$ cat src/include/dca_map.vh
`ifndef DCA_MAP_VH
`define DCA_MAP_VH
// Register byte offsets
`define DCA_OFS_CARRIER 8'h00
`define DCA_OFS_SMOOTH  8'h04
`define DCA_OFS_RANGE   8'h08
`define DCA_OFS_THERM   8'h0c
`define DCA_OFS_ASSIGN  8'h10
`define DCA_OFS_GAINF   8'h14
`define DCA_OFS_WPROT   8'h18
`define DCA_OFS_STATUS  8'h1c
// Field positions
`define DCA_F_SOFT      4
`define DCA_F_AUTO      8
`define DCA_F_SEC_LSB   8
// Reset values
`define DCA_RST_CARRIER 4'h1
`define DCA_RST_SOFT    1'h1
`define DCA_RST_AUTO    1'h0
`define DCA_RST_SMOOTH  8'h00
`define DCA_RST_PRIM    4'h1
`define DCA_RST_SEC     2'h0
`define DCA_RST_THERM   16'h270f
`define DCA_RST_ASSIGN  25'h0000000
`define DCA_RST_GAINF   12'h1f4
`define DCA_RST_WPROT   2'h0
// Codes and limits
`define DCA_THERM_OFF   16'h270f
`define DCA_AUX_FUNC    5'h04
`define DCA_CARR_MIN_RED 4'h3
`define DCA_CARR_RED    4'h2
`define DCA_CARR_SOFT_MAX 4'h5
`define DCA_LOAD_LIMIT  8'h55
`define DCA_SMOOTH_MAX  8'hc8
`define DCA_GAINF_MAX   12'hfa0
`define DCA_WP_ALL      2'h2
`define DCA_MA_ZERO     10'h0cd
// Load must stay high this long (ns) before the carrier drops
`define DCA_HOLD_NS     1000
`define DCA_CLK_NS      8
`define DCA_HOLD_CYC    ((`DCA_HOLD_NS + `DCA_CLK_NS - 1) / `DCA_CLK_NS)
`endif

$ cat src/dca_top.v
// Operation
// RULE1: Auto reduce on, carrier at least 3kHz, load at least 85% held: carrier drops to 2kHz.
// RULE2: Auto reduce select 0 keeps the configured carrier whatever the load.
// RULE3: Carrier select 0..15 in kHz, 0 is 0.7kHz, 15 is 14.5kHz, reset 1.
// RULE4: Auto reduce select 1 lowers the carrier as load rises.
// RULE5: Operator should disable fast current limit when carrier is 1kHz or less.
// RULE6: Carrier and soft carrier settings stay writable while running, protect at 0.
// RULE7: Smoothing gain 0..200%, reset 0, modulates output frequency to damp torque swings.
// RULE8: Operator tunes smoothing from 100% stepwise at the worst vibration speed.
// RULE9: Primary range 0:0-10V, 1:0-5V (reset), 10:0-10V and 11:0-5V reversible.
// RULE10: Secondary range 0:4-20mA (reset), 1:0-5V, 2:0-10V.
// RULE11: Aux off selects primary, aux on selects secondary; reversal follows primary select.
// RULE12: Aux signal comes from an input only if an assign field holds code 4.
// RULE13: Thermistor level other than 9999 stops primary input acting as command.
// RULE14: Gain frequency sets full-scale output directly; range select leaves ramps alone.
// RULE15: Operator keeps the voltage/current switch consistent with secondary range.
//
// The placing of the registers and the Wishbone register port were decided locally.
`include "dca_map.vh"
module dca_top (
  input  wire        clk_i,
  input  wire        rst_i,
  input  wire        wb_cyc_i,
  input  wire        wb_stb_i,
  input  wire        wb_we_i,
  input  wire [7:0]  wb_adr_i,
  input  wire [3:0]  wb_sel_i,
  input  wire [31:0] wb_dat_i,
  output reg  [31:0] wb_dat_o,
  output reg         wb_ack_o,
  input  wire        run_i,
  input  wire [7:0]  load_pct_i,
  input  wire [4:0]  din_i,
  input  wire [9:0]  prim_adc_i,
  input  wire [9:0]  sec_adc_i,
  output reg  [3:0]  carrier_code_o,
  output reg  [7:0]  carrier_tenths_o,
  output reg         soft_carrier_en_o,
  output reg         sec_current_mode_o,
  output reg         main_src_sec_o,
  output reg         reversible_o,
  output reg  [15:0] freq_cmd_o
);

  // Carrier code to 0.1kHz units; ends of the range are not integer kHz
  function [7:0] dca_tenths;
    input [3:0] code;
    begin
      case (code)
        // Ends of the range are not whole kHz
        4'h0: begin
          dca_tenths = 8'h07;
        end
        4'hf: begin
          dca_tenths = 8'h91;
        end
        default: begin
          dca_tenths = {4'h0, code} * 8'h0a;
        end
      endcase
    end
  endfunction

  // Input sample to 0..1023 of full scale; mode 0:10V 1:5V 2:4-20mA
  function [9:0] dca_norm;
    input [9:0] adc;
    input [1:0] mode;
    reg   [12:0] t;
    begin
      t = 13'h0000;
      case (mode)
        // Full 10V span maps one to one
        2'h0: begin
          dca_norm = adc;
        end
        // Half span: double the sample and clip at full scale
        2'h1: begin
          dca_norm = adc[9] ? 10'h3ff : {adc[8:0], 1'b0};
        end
        // Live zero at 4mA; below it the normalised sample stays at zero
        2'h2: begin
          t = (adc < `DCA_MA_ZERO) ? 13'h0000 : ({3'h0, adc - `DCA_MA_ZERO} * 13'h0005) >> 2;
          dca_norm = (t > 13'h03ff) ? 10'h3ff : t[9:0];
        end
        default: begin
          dca_norm = adc;
        end
      endcase
    end
  endfunction

  // Primary range codes that the selector takes; anything else is refused
  function dca_prim_ok;
    input [3:0] code;
    begin
      case (code)
        4'h0, 4'h1, 4'ha, 4'hb: dca_prim_ok = 1'b1;
        default:                dca_prim_ok = 1'b0;
      endcase
    end
  endfunction

  // Configuration registers: carrier group
  reg [3:0]  carrier_freq_select;
  reg        soft_carrier_select;
  reg        carrier_auto_reduce_select;
  reg [7:0]  speed_smoothing_gain;
  // Analog input group
  reg [3:0]  primary_input_range_select;
  reg [1:0]  secondary_input_range_select;
  // Protection and terminal assignment
  reg [15:0] thermistor_protect_level;
  reg [24:0] input_function_assign;
  // Full-scale frequencies and write lock
  reg [11:0] primary_gain_frequency;
  reg [11:0] secondary_gain_frequency;
  reg [1:0]  write_protect_select;

  // Internal state
  reg [15:0] hold_cnt;
  reg        reduced;
  reg [11:0] load_avg;
  reg [15:0] main_cmd;

  // Bus decode; ack masks the request so a strobe held through the ack cycle is not taken twice
  wire        acc = wb_cyc_i & wb_stb_i & ~wb_ack_o;
  wire        wr  = acc & wb_we_i;
  wire [31:0] wm  = {{8{wb_sel_i[3]}}, {8{wb_sel_i[2]}}, {8{wb_sel_i[1]}}, {8{wb_sel_i[0]}}};
  wire [31:0] cur_word;
  wire [31:0] nw  = (cur_word & ~wm) | (wb_dat_i & wm);

  // Carrier and lock writes pass at any time; others only stopped or fully unlocked
  // The lock itself stays reachable, or software could never unlock it while running
  wire wr_open = ~run_i | (write_protect_select == `DCA_WP_ALL)
               | (wb_adr_i == `DCA_OFS_WPROT)
               | (wb_adr_i == `DCA_OFS_CARRIER); // see RULE6

  // Auxiliary signal from any input assigned the aux function
  wire [4:0] aux_hit;
  genvar gi;
  generate
    for (gi = 0; gi < 5; gi = gi + 1) begin : g_aux
      assign aux_hit[gi] = din_i[gi]
        & (input_function_assign[gi*5 +: 5] == `DCA_AUX_FUNC); // see RULE12
    end
  endgenerate
  wire aux_on = |aux_hit;

  // Secondary range to normaliser mode; code 0 is the live-zero current loop
  reg [1:0] sec_mode;
  always @* begin
    case (secondary_input_range_select)
      2'h0:    sec_mode = 2'h2; // see RULE10
      2'h1:    sec_mode = 2'h1;
      2'h2:    sec_mode = 2'h0;
      default: sec_mode = 2'h0;
    endcase
  end

  // Selection and range decode
  wire        use_sec   = aux_on; // see RULE11
  wire        prim_off  = thermistor_protect_level != `DCA_THERM_OFF; // see RULE13
  wire        rev       = primary_input_range_select[3]; // see RULE9
  wire [1:0]  prim_mode = primary_input_range_select[0] ? 2'h1 : 2'h0; // see RULE9
  wire [9:0]  pos  = use_sec ? dca_norm(sec_adc_i, sec_mode) : dca_norm(prim_adc_i, prim_mode);
  wire [11:0] gain = use_sec ? secondary_gain_frequency : primary_gain_frequency;
  wire [21:0] prod = {12'h000, pos} * {10'h000, gain};
  wire [11:0] mag  = prod[21:10]; // see RULE14

  // Reversible: lower half of the span is reverse, centre is zero
  reg [15:0] next_main_cmd;
  always @* begin
    if (~use_sec & prim_off) begin
      next_main_cmd = 16'h0000; // see RULE13
    end else if (rev) begin
      next_main_cmd = {3'h0, mag, 1'b0} - {4'h0, gain}; // see RULE11
    end else begin
      next_main_cmd = {4'h0, mag};
    end
  end

  // Smoothing: deviation of load from its running mean, scaled by gain
  wire signed [8:0]  load_dev = $signed({1'b0, load_pct_i}) - $signed({1'b0, load_avg[11:4]});
  wire signed [17:0] corr     = load_dev * $signed({1'b0, speed_smoothing_gain}); // see RULE7
  // Keep the sign: a plain part-select would turn a negative correction positive
  wire signed [15:0] corr_s   = {{4{corr[17]}}, corr[17:6]};
  wire [15:0]        next_freq = main_cmd - corr_s; // see RULE7

  // Effective carrier after load reduction
  wire [3:0] eff_code = reduced ? `DCA_CARR_RED : carrier_freq_select; // see RULE2

  // Word view of each register for read-back and masked writes
  function [31:0] dca_read;
    input [7:0] a;
    begin
      case (a)
        `DCA_OFS_CARRIER: dca_read = {23'h0, carrier_auto_reduce_select, 3'h0,
                                      soft_carrier_select, carrier_freq_select};
        `DCA_OFS_SMOOTH:  dca_read = {24'h0, speed_smoothing_gain};
        `DCA_OFS_RANGE:   dca_read = {22'h0, secondary_input_range_select, 4'h0,
                                      primary_input_range_select};
        `DCA_OFS_THERM:   dca_read = {16'h0, thermistor_protect_level};
        `DCA_OFS_ASSIGN:  dca_read = {7'h0, input_function_assign};
        `DCA_OFS_GAINF:   dca_read = {4'h0, secondary_gain_frequency,
                                      4'h0, primary_gain_frequency};
        `DCA_OFS_WPROT:   dca_read = {30'h0, write_protect_select};
        `DCA_OFS_STATUS:  dca_read = {8'h0, dca_tenths(eff_code), 7'h00, aux_on,
                                      prim_off, rev, use_sec, reduced, eff_code};
        default:          dca_read = 32'h0000_0000;
      endcase
    end
  endfunction
  assign cur_word = dca_read(wb_adr_i);

  // Bus slave: one-cycle ack, unmapped reads zero and writes dropped
  always @(posedge clk_i) begin
    if (rst_i) begin
      wb_ack_o <= 1'b0;
      wb_dat_o <= 32'h0000_0000;
    end else begin
      wb_ack_o <= acc;
      wb_dat_o <= acc ? cur_word : 32'h0000_0000;
    end
  end

  // Register writes; out-of-range values are refused, old value kept
  always @(posedge clk_i) begin
    if (rst_i) begin
      carrier_freq_select          <= `DCA_RST_CARRIER; // see RULE3
      soft_carrier_select          <= `DCA_RST_SOFT;
      carrier_auto_reduce_select   <= `DCA_RST_AUTO;
      speed_smoothing_gain         <= `DCA_RST_SMOOTH;
      primary_input_range_select   <= `DCA_RST_PRIM;
      secondary_input_range_select <= `DCA_RST_SEC;
      thermistor_protect_level     <= `DCA_RST_THERM;
      input_function_assign        <= `DCA_RST_ASSIGN;
      primary_gain_frequency       <= `DCA_RST_GAINF;
      secondary_gain_frequency     <= `DCA_RST_GAINF;
      write_protect_select         <= `DCA_RST_WPROT;
    end else if (wr & wr_open) begin
      case (wb_adr_i)
        `DCA_OFS_CARRIER: begin
          carrier_freq_select        <= nw[3:0]; // see RULE3
          soft_carrier_select        <= nw[`DCA_F_SOFT];
          carrier_auto_reduce_select <= nw[`DCA_F_AUTO];
        end
        `DCA_OFS_SMOOTH: begin
          if (nw[7:0] <= `DCA_SMOOTH_MAX) begin
            speed_smoothing_gain <= nw[7:0]; // see RULE7
          end
        end
        `DCA_OFS_RANGE: begin
          if (dca_prim_ok(nw[3:0]) && nw[7:4] == 4'h0) begin
            primary_input_range_select <= nw[3:0]; // see RULE9
          end
          if (nw[9:8] != 2'h3 && nw[15:10] == 6'h00) begin
            secondary_input_range_select <= nw[9:8]; // see RULE10
          end
        end
        `DCA_OFS_THERM: begin
          thermistor_protect_level <= nw[15:0];
        end
        `DCA_OFS_ASSIGN: begin
          input_function_assign <= nw[24:0];
        end
        `DCA_OFS_GAINF: begin
          if (nw[11:0] <= `DCA_GAINF_MAX) begin
            primary_gain_frequency <= nw[11:0]; // see RULE14
          end
          if (nw[27:16] <= `DCA_GAINF_MAX) begin
            secondary_gain_frequency <= nw[27:16];
          end
        end
        `DCA_OFS_WPROT: begin
          write_protect_select <= nw[1:0];
        end
        default: ;
      endcase
    end
  end

  // Load watch; a short dip restarts the hold so only sustained load reduces
  // Judged on the configured code, not the reduced one, or it would release itself
  // Limitation: one cycle below the limit restarts the whole hold
  always @(posedge clk_i) begin
    if (rst_i) begin
      hold_cnt <= 16'h0000;
      reduced  <= 1'b0;
    end else if (~carrier_auto_reduce_select
                 || carrier_freq_select < `DCA_CARR_MIN_RED) begin
      hold_cnt <= 16'h0000; // see RULE2
      reduced  <= 1'b0;
    end else if (load_pct_i >= `DCA_LOAD_LIMIT) begin
      if (hold_cnt == `DCA_HOLD_CYC - 1) begin
        reduced <= 1'b1; // see RULE1
      end else begin
        hold_cnt <= hold_cnt + 16'h0001; // see RULE4
      end
    end else begin
      hold_cnt <= 16'h0000;
      reduced  <= 1'b0;
    end
  end

  // Running mean of load, 16 samples deep
  always @(posedge clk_i) begin
    if (rst_i) begin
      load_avg <= 12'h000;
    end else begin
      load_avg <= load_avg - {4'h0, load_avg[11:4]} + {4'h0, load_pct_i};
    end
  end

  // Command pipeline stage ahead of smoothing
  always @(posedge clk_i) begin
    if (rst_i) begin
      main_cmd <= 16'h0000;
    end else begin
      main_cmd <= next_main_cmd;
    end
  end

  // Registered outputs
  always @(posedge clk_i) begin
    if (rst_i) begin
      carrier_code_o     <= `DCA_RST_CARRIER;
      carrier_tenths_o   <= 8'h0a;
      soft_carrier_en_o  <= 1'b0;
      sec_current_mode_o <= 1'b0;
      main_src_sec_o     <= 1'b0;
      reversible_o       <= 1'b0;
      freq_cmd_o         <= 16'h0000;
    end else begin
      carrier_code_o     <= eff_code; // see RULE1
      carrier_tenths_o   <= dca_tenths(eff_code); // see RULE3
      soft_carrier_en_o  <= soft_carrier_select & (eff_code <= `DCA_CARR_SOFT_MAX);
      sec_current_mode_o <= sec_mode == 2'h2; // see RULE10
      main_src_sec_o     <= use_sec; // see RULE11
      reversible_o       <= rev;
      freq_cmd_o         <= next_freq; // see RULE7
    end
  end

endmodule

$ cat config.mk
export PLATFORM = sky130hd
export DESIGN_NAME = dca_top
export DESIGN_NICKNAME = d
export VERILOG_FILES = /design/src/dca_top.v
export VERILOG_INCLUDE_DIRS = /design/src /design/src/include
export SDC_FILE = /design/constraint.sdc
export NUM_CORES = 1
export LEC_CHECK = 0
export BUFFER_PORTS_ARGS = -buffer_cell sky130_fd_sc_hd__buf_2
export CAP_MARGIN = 20
export CELL_PAD_IN_SITES_DETAIL_PLACEMENT = 1
export CELL_PAD_IN_SITES_GLOBAL_PLACEMENT = 1
export CORE_MARGIN = 8
export CORE_UTILIZATION = 51
export DETAILED_ROUTE_END_ITERATION = 8
export HOLD_SLACK_MARGIN = 0.05
export PLACE_DENSITY = 0.95
export SYNTH_ARGS = -nofsm -noshare
export SYNTH_HDL_FRONTEND = slang
export SYNTH_SLANG_ARGS = --single-unit
$ cat constraint.sdc
create_clock -name clk_i -period 27 [get_ports clk_i]
set_input_delay 4.05 -clock clk_i [delete_from_list [all_inputs] [get_ports clk_i]]
set_output_delay 4.05 -clock clk_i [all_outputs]
set_load 0.02 [all_outputs]
======== Word-level counts from Yosys, hierarchy flattened ========
Index checks and enable logic that the tools add are counted.
cells by class
  muxes and demuxes ....................... 20
  multipliers ............................. 5
  equality and inequality tests ........... 25
  add/sub/neg operators ................... 8
  bitwise gates (word level) .............. 25
  $lt $le $gt $ge ......................... 10
  reductions and logical operators ........ 24
operators with widths
  kind                                                                        number
  28-bit one-hot mux with 8 select lines                                      1
  28-bit AND                                                                  2
  10-bit 2-to-1 mux                                                           5
  10-bit one-hot mux with 2 select lines                                      2
  8-bit by 5-bit == test with 1-bit output (second input constant)            4
  28-bit inverter                                                             1
  28-bit OR                                                                   1
  10-bit by 3-bit multiplier with 13-bit output (second input constant)       2
  5-bit by 3-bit == test with 1-bit output (second input constant)            5
  12-bit less-or-equal comparator (second input constant)                     2
  12-bit 2-to-1 mux                                                           2
  11-bit by 10-bit > comparator with 1-bit output (second input constant)     2
  10-bit by 12-bit multiplier with 22-bit output                              1
  11-bit 2-to-1 mux                                                           2
  10-bit by 8-bit < comparator with 1-bit output (second input constant)      2
  10-bit by 8-bit subtractor with 10-bit output (second input constant)       2
  9-bit by 9-bit multiplier with 18-bit output                                1
  16-bit by 1-bit adder with 16-bit output (second input constant)            1
  16-bit by 7-bit == test with 1-bit output (second input constant)           1
  8-bit by 4-bit == test with 1-bit output (second input constant)            2
  16-bit by 14-bit inequality test with 1-bit output (second input constant)  1
  8-bit one-hot mux with 2 select lines                                       1
  3-bit AND reduction                                                         5
  14-bit by 12-bit subtractor with 15-bit output                              1
  34 further kinds                                                            68
word-level totals
  register bits after elaboration ......... 195
  output and inout port bits .............. 65
  word-level logic and storage cells ...... 142
  input port bits ......................... 83

======== Longest topological paths before layout ========
  depth after elaboration ................. 14
  gate-level depth with buffers ........... 45
  gate-level depth less buffers ........... 43

======== Worst setup path after synthesis ========
Ideal clock, no wire load.
  path type ............................... input to register
  start ................................... input port sec_adc_i[0]
  end ..................................... register main_cmd[12]
  data required time ...................... 26.879 ns
  library setup time ...................... 0.121 ns
  path buffers ............................ 2
  cell stages on the path ................. 42
  data arrival time ....................... 13.220 ns
  setup slack ............................. 13.659 ns
  cell sequence ........................... inv_1 ha_1 nand3b_1 xor2_1 ha_1 ha_1 a211oi_1 o21bai_1 a21oi_1 o21bai_1 a21o_1 a2111oi_0 o21ai_0 o211ai_1 o21a_1 clkbuf_1 nor2_1 fa_1 (+6 left out) ha_1 clkbuf_1 nand2_1 o21ai_0 o21ai_0 a21oi_1 nand2_1 o21bai_1 a21oi_1 o21bai_1 xor2_1 ha_1 nand2_1 o41a_1 o21bai_1 a21oi_1 nor2b_1 mux2_2
between the ends
  cells in the longest elaborated chain, start to end .. 9
  elaborated cells on any way between the ends .. 11
  classes of those cells .................. 2 x add/sub; 2 x mul; 2 x order compare; 5 x mux
RTL lines
  what                                                            RTL line       source
  from (decl)                                                     dca_top.v:35   input wire [9:0] sec_adc_i,
  10-bit by 8-bit subtractor with 10-bit output (no source line)  n/a
  10-bit by 3-bit multiplier with 13-bit output                   dca_top.v:82   t = (adc < `DCA_MA_ZERO) ? 13'h0000 : ({3'h0, adc - `DCA_MA_ZERO} * 13'h0005) >> 2;
  11-bit 2-to-1 mux                                               dca_top.v:82
  11-bit by 10-bit > comparator with 1-bit output                 dca_top.v:83   dca_norm = (t > 13'h03ff) ? 10'h3ff : t[9:0];
  10-bit 2-to-1 mux                                               dca_top.v:83
  10-bit one-hot mux with 2 select lines *                        dca_top.v:71   case (mode)
  10-bit 2-to-1 mux *                                             dca_top.v:165  wire [9:0] pos = use_sec ? dca_norm(sec_adc_i, sec_mode) : dca_norm(prim_adc_i, prim_mode);
  10-bit by 12-bit multiplier with 22-bit output *                dca_top.v:167  wire [21:0] prod = {12'h000, pos} * {10'h000, gain};
  13-bit by 12-bit subtractor with 14-bit output *                dca_top.v:176  next_main_cmd = {3'h0, mag, 1'b0} - {4'h0, gain};
  to (signal assigned)                                            dca_top.v:319  main_cmd <= next_main_cmd;
  to (decl)                                                       dca_top.v:123  reg [15:0] main_cmd;
Mark *: on every way between the ends. The rest lies on a longest branch, timed or not.
A chain may end at the register's enable or synchronous reset.

======== Worst setup path after layout ========
Same ends and word-level chain as after synthesis.

==> impl_results.md <==
- Final setup viols: 0
- WP depth: 41
- Post-CTS resize count: 0
- RSZ-0062 raised after global routing: false
- Status: complete, no violations
- Sw Share: 0.4969
- H-tree depth: 4
- Initial antenna violation count: 4
- Critical R2R Launch: input_function_assign[10]
- Remaining Overflow, GRT: 0
- Setup crit end: main_cmd[12]
- Total negative slack: 0 ns
- Critical Path AT: 14.89 ns
- Vias: ~17000
- Dpl cell area: 18470 µm²
- Leakage: 9.249 nW
- Max incr delay on CP: 0.63 ns
- Cell taking the most area after synthesis: dfxtp_1
- Sequential power share: 0.197
- Area of the multi-input gates: ~12000 µm²
- Synth Area per Inst: 8.365 µm²
- Final net count: 2564
- Ys async rst share: 0
- Fin crit period: 14.51 ns
- Clk_lat worst skew: between 0.4 and 0.5 ns
- Post-DRT Antenna Nets: 0
- Crit Reg-Reg Endpoint: main_cmd[12]
- Vias per cell: between 6 and 7
- Count of final hold-check violations: 0
- # hold bufs at CTS: 0
- Max Cap Viol: 0
- Post-CTS setup buffers: 0
- Primary FF master, synth: dfxtp_1
- Worst-case clock buffer depth: 2
- Synthesized flop and latch total: 190
- Die Ht: 201.2 µm
- Clk network pwr share: 0.174
- Pint: roughly 0.00082 W
- Synthesized cell area: 17500 µm²
- Design area: 19120 µm²
- Relative slew slack: 0.2033
- Ports: 148
- Avg WL per Cell: 26.09 µm
- First-pass GRT wire length: 108100 µm
- Drt first pass iters: 6
- Fillers: 4102
- Share of the synthesized area in the top cell type: 0.2173
- Synth Instances: between 2000 and 2500
- Number of global-route vias before repair: 19020
- Crit start category: primary input
- Logic gate share of total power: 0.629
- R2r worst-path depth: 32
- Number of remaining DRC errors: 0
- Most common cell in the netlist: inv_1
- Max rail drop VDD: slightly below 0.09 mV
- Sw power: 0.0008110 W
- Cell at the slowest stage of the critical path: o21ai_0
- Clk sink count: 190
- Final period util: 0.5376
- Root Driver: clkbuf_16
- Core Region: between 30000 and 40000 µm²
- CP required: 27.37 ns
- Most area-consuming cells after synthesis: dfxtp_1, fa_1, ha_1, inv_1, nor2_1
- Worst Path Buf+Inv: 4
- Synth cell types: 90
- Post-synth EDFFs: 0
- Hold Path Class: flip-flop to flip-flop
- Slew Viols, Final: 0
- Die W: 201.2 µm
- R2R setup slack: 17.03 ns
- Cell Pwr Density: around 85 nW/µm²
- Largest delay share family, worst path: compound AO/OA/AOI/OAI gates
- Rows: 68
- Synth warnings: 0
- PortBufs: 139
- Peak Freq: 0.06890 GHz
- Setup crit end kind: flip-flop
- Layout cell share with drive strength beyond 1: 0.1041
- WL final: 69050 µm
- Num CTS Buffers: 17
- Clock slew at reported path FFs: approximately 0.09 ns
- Sequential area share after synthesis: 0.2173
- Register area: approximately 3800 µm²
- Worst-path maximum fanout: 12
- Slew @ Worst Pin: between 1 and 1.5 ns
- Largest net degree at the start of global routing: 83
- Die area: 40500 µm²
- Starting Density: 0.5117
- Gpl congestion: 0.9358
- Worst setup path category: primary input to flip-flop
- Crit path from: sec_adc_i[0]
- Clk_skew: between 0.02 and 0.025 ns
- Synth-to-Final Area Change: 9.280%
- CTS tree: done
- Global-route usage over all layers: 0.3348
- DRT iter0 DRCs: 1738
- Commonest cells post-synth: inv_1, nor2_1, nand2_1
- DP Wirelength: 47460 µm
stage by stage:
step	hold WS, ns	instances	setup slack [ns]	power (W)	util
finish	0.4939	2647	12.49	0.001632	0.5592
global route	0.5197	2647	11.64	0.001714	0.5592
CTS	0.4845	2644	12.66	0.001589	0.5586
detailed placement	0.4669	2612	12.32	0.001232	0.5401
global placement	0.4517	2612	12.72	0.001149	0.5401
floorplan	0.4313	2095	13.66	0.0009947	-
layout by cell type, fill, tap and decap left out, drive strengths merged, types with 15 or more instances in the layout:
cell	n
and2	56
o21ai	50
nor2	232
nor3	49
nand3	20
a21oi	111
ha	155
inv	280
buf	151
fa	149
xnor2	48
nand4	15
dfxtp	190
clkbuf	17
nor2b	21
nand2	224
xor2	33
mux2i	65
nand2b	27
power by group through the flow:
stage               combinational [W]  sequential (W)  clock [W]
finish                        0.00103        0.000321   0.000283
global route                  0.00110        0.000323   0.000291
CTS                          0.000987        0.000320   0.000281
detailed placement           0.000906        0.000326          0
global placement             0.000825        0.000324          0
floorplan                    0.000665        0.000330          0
layer usage:
layer / part of all wire / GRT usage
met5: 0.00039 / 0
met4: 0.084 / 0.2525
met3: 0.084 / 0.08218
met2: 0.47 / 0.5651
met1: 0.36 / 0.3603
kinds of logic (layout without fill, tap and decap cells):
logic type               count (synthesis)  after routing  synth area share
flip-flops                             190            190            0.2173
AO/OA/AOI/OAI                          348            348            0.1367
XOR/XNOR                                81             81           0.04054
other                                    1              6         0.0002143
buffers and inverters                  362            457           0.08215
multiplexers                            79             79           0.04640
adder cells (fa/ha/maj)                304            304            0.2813
AND/OR/NAND/NOR                        727            727            0.1954
sequential cells by signal (all words and copies together) (netlist names), 8 cells and up:
name / cells
primary_gain_frequency: 12
freq_cmd_o: 15
speed_smoothing_gain: 8
secondary_gain_frequency: 12
input_function_assign: 25
main_cmd: 14
carrier_tenths_o: 8
load_avg: 12
hold_cnt: 16
thermistor_protect_level: 16
wb_dat_o: 28
worst register-to-register path, delay by kind of cell (launching register included):
kind	cells	cell delay (ns)
AND/OR/NAND/NOR	11	2.92
buffers and inverters	3	0.41
flip-flops	1	0.34
adder cells (fa/ha/maj)	7	3.46
multiplexers	1	0.26
AO/OA/AOI/OAI	9	2.39
XOR/XNOR	1	0.09
area by class of cell:
| type | count | share of cell area |
|---|---|---|
| Sequential cell | 190 | 0.1989 |
| Clock inverter | 15 | 0.01086 |
| Inverter | 274 | 0.05378 |
| Multi-Input combinational cell | 1543 | 0.6426 |
| Tap cell | 455 | 0.02977 |
| Antenna cell | 2 | 0.0002617 |
| Timing Repair Buffer | 151 | 0.04161 |
| Clock buffer | 17 | 0.02224 |
worst min path at each step:
stage / startpoint / end / slack [ns] / cells after the start
global route: input_function_assign[16] / input_function_assign[16] / 0.52 / 2
finish: hold_cnt[6] / hold_cnt[6] / 0.49 / 2
global placement: input_function_assign[12] / input_function_assign[12] / 0.45 / 2
CTS: input_function_assign[12] / input_function_assign[12] / 0.48 / 2
detailed placement: primary_input_range_select[2] / primary_input_range_select[2] / 0.47 / 1
floorplan: soft_carrier_select / soft_carrier_en_o / 0.43 / 2
Power figures use the tool's default switching activity.
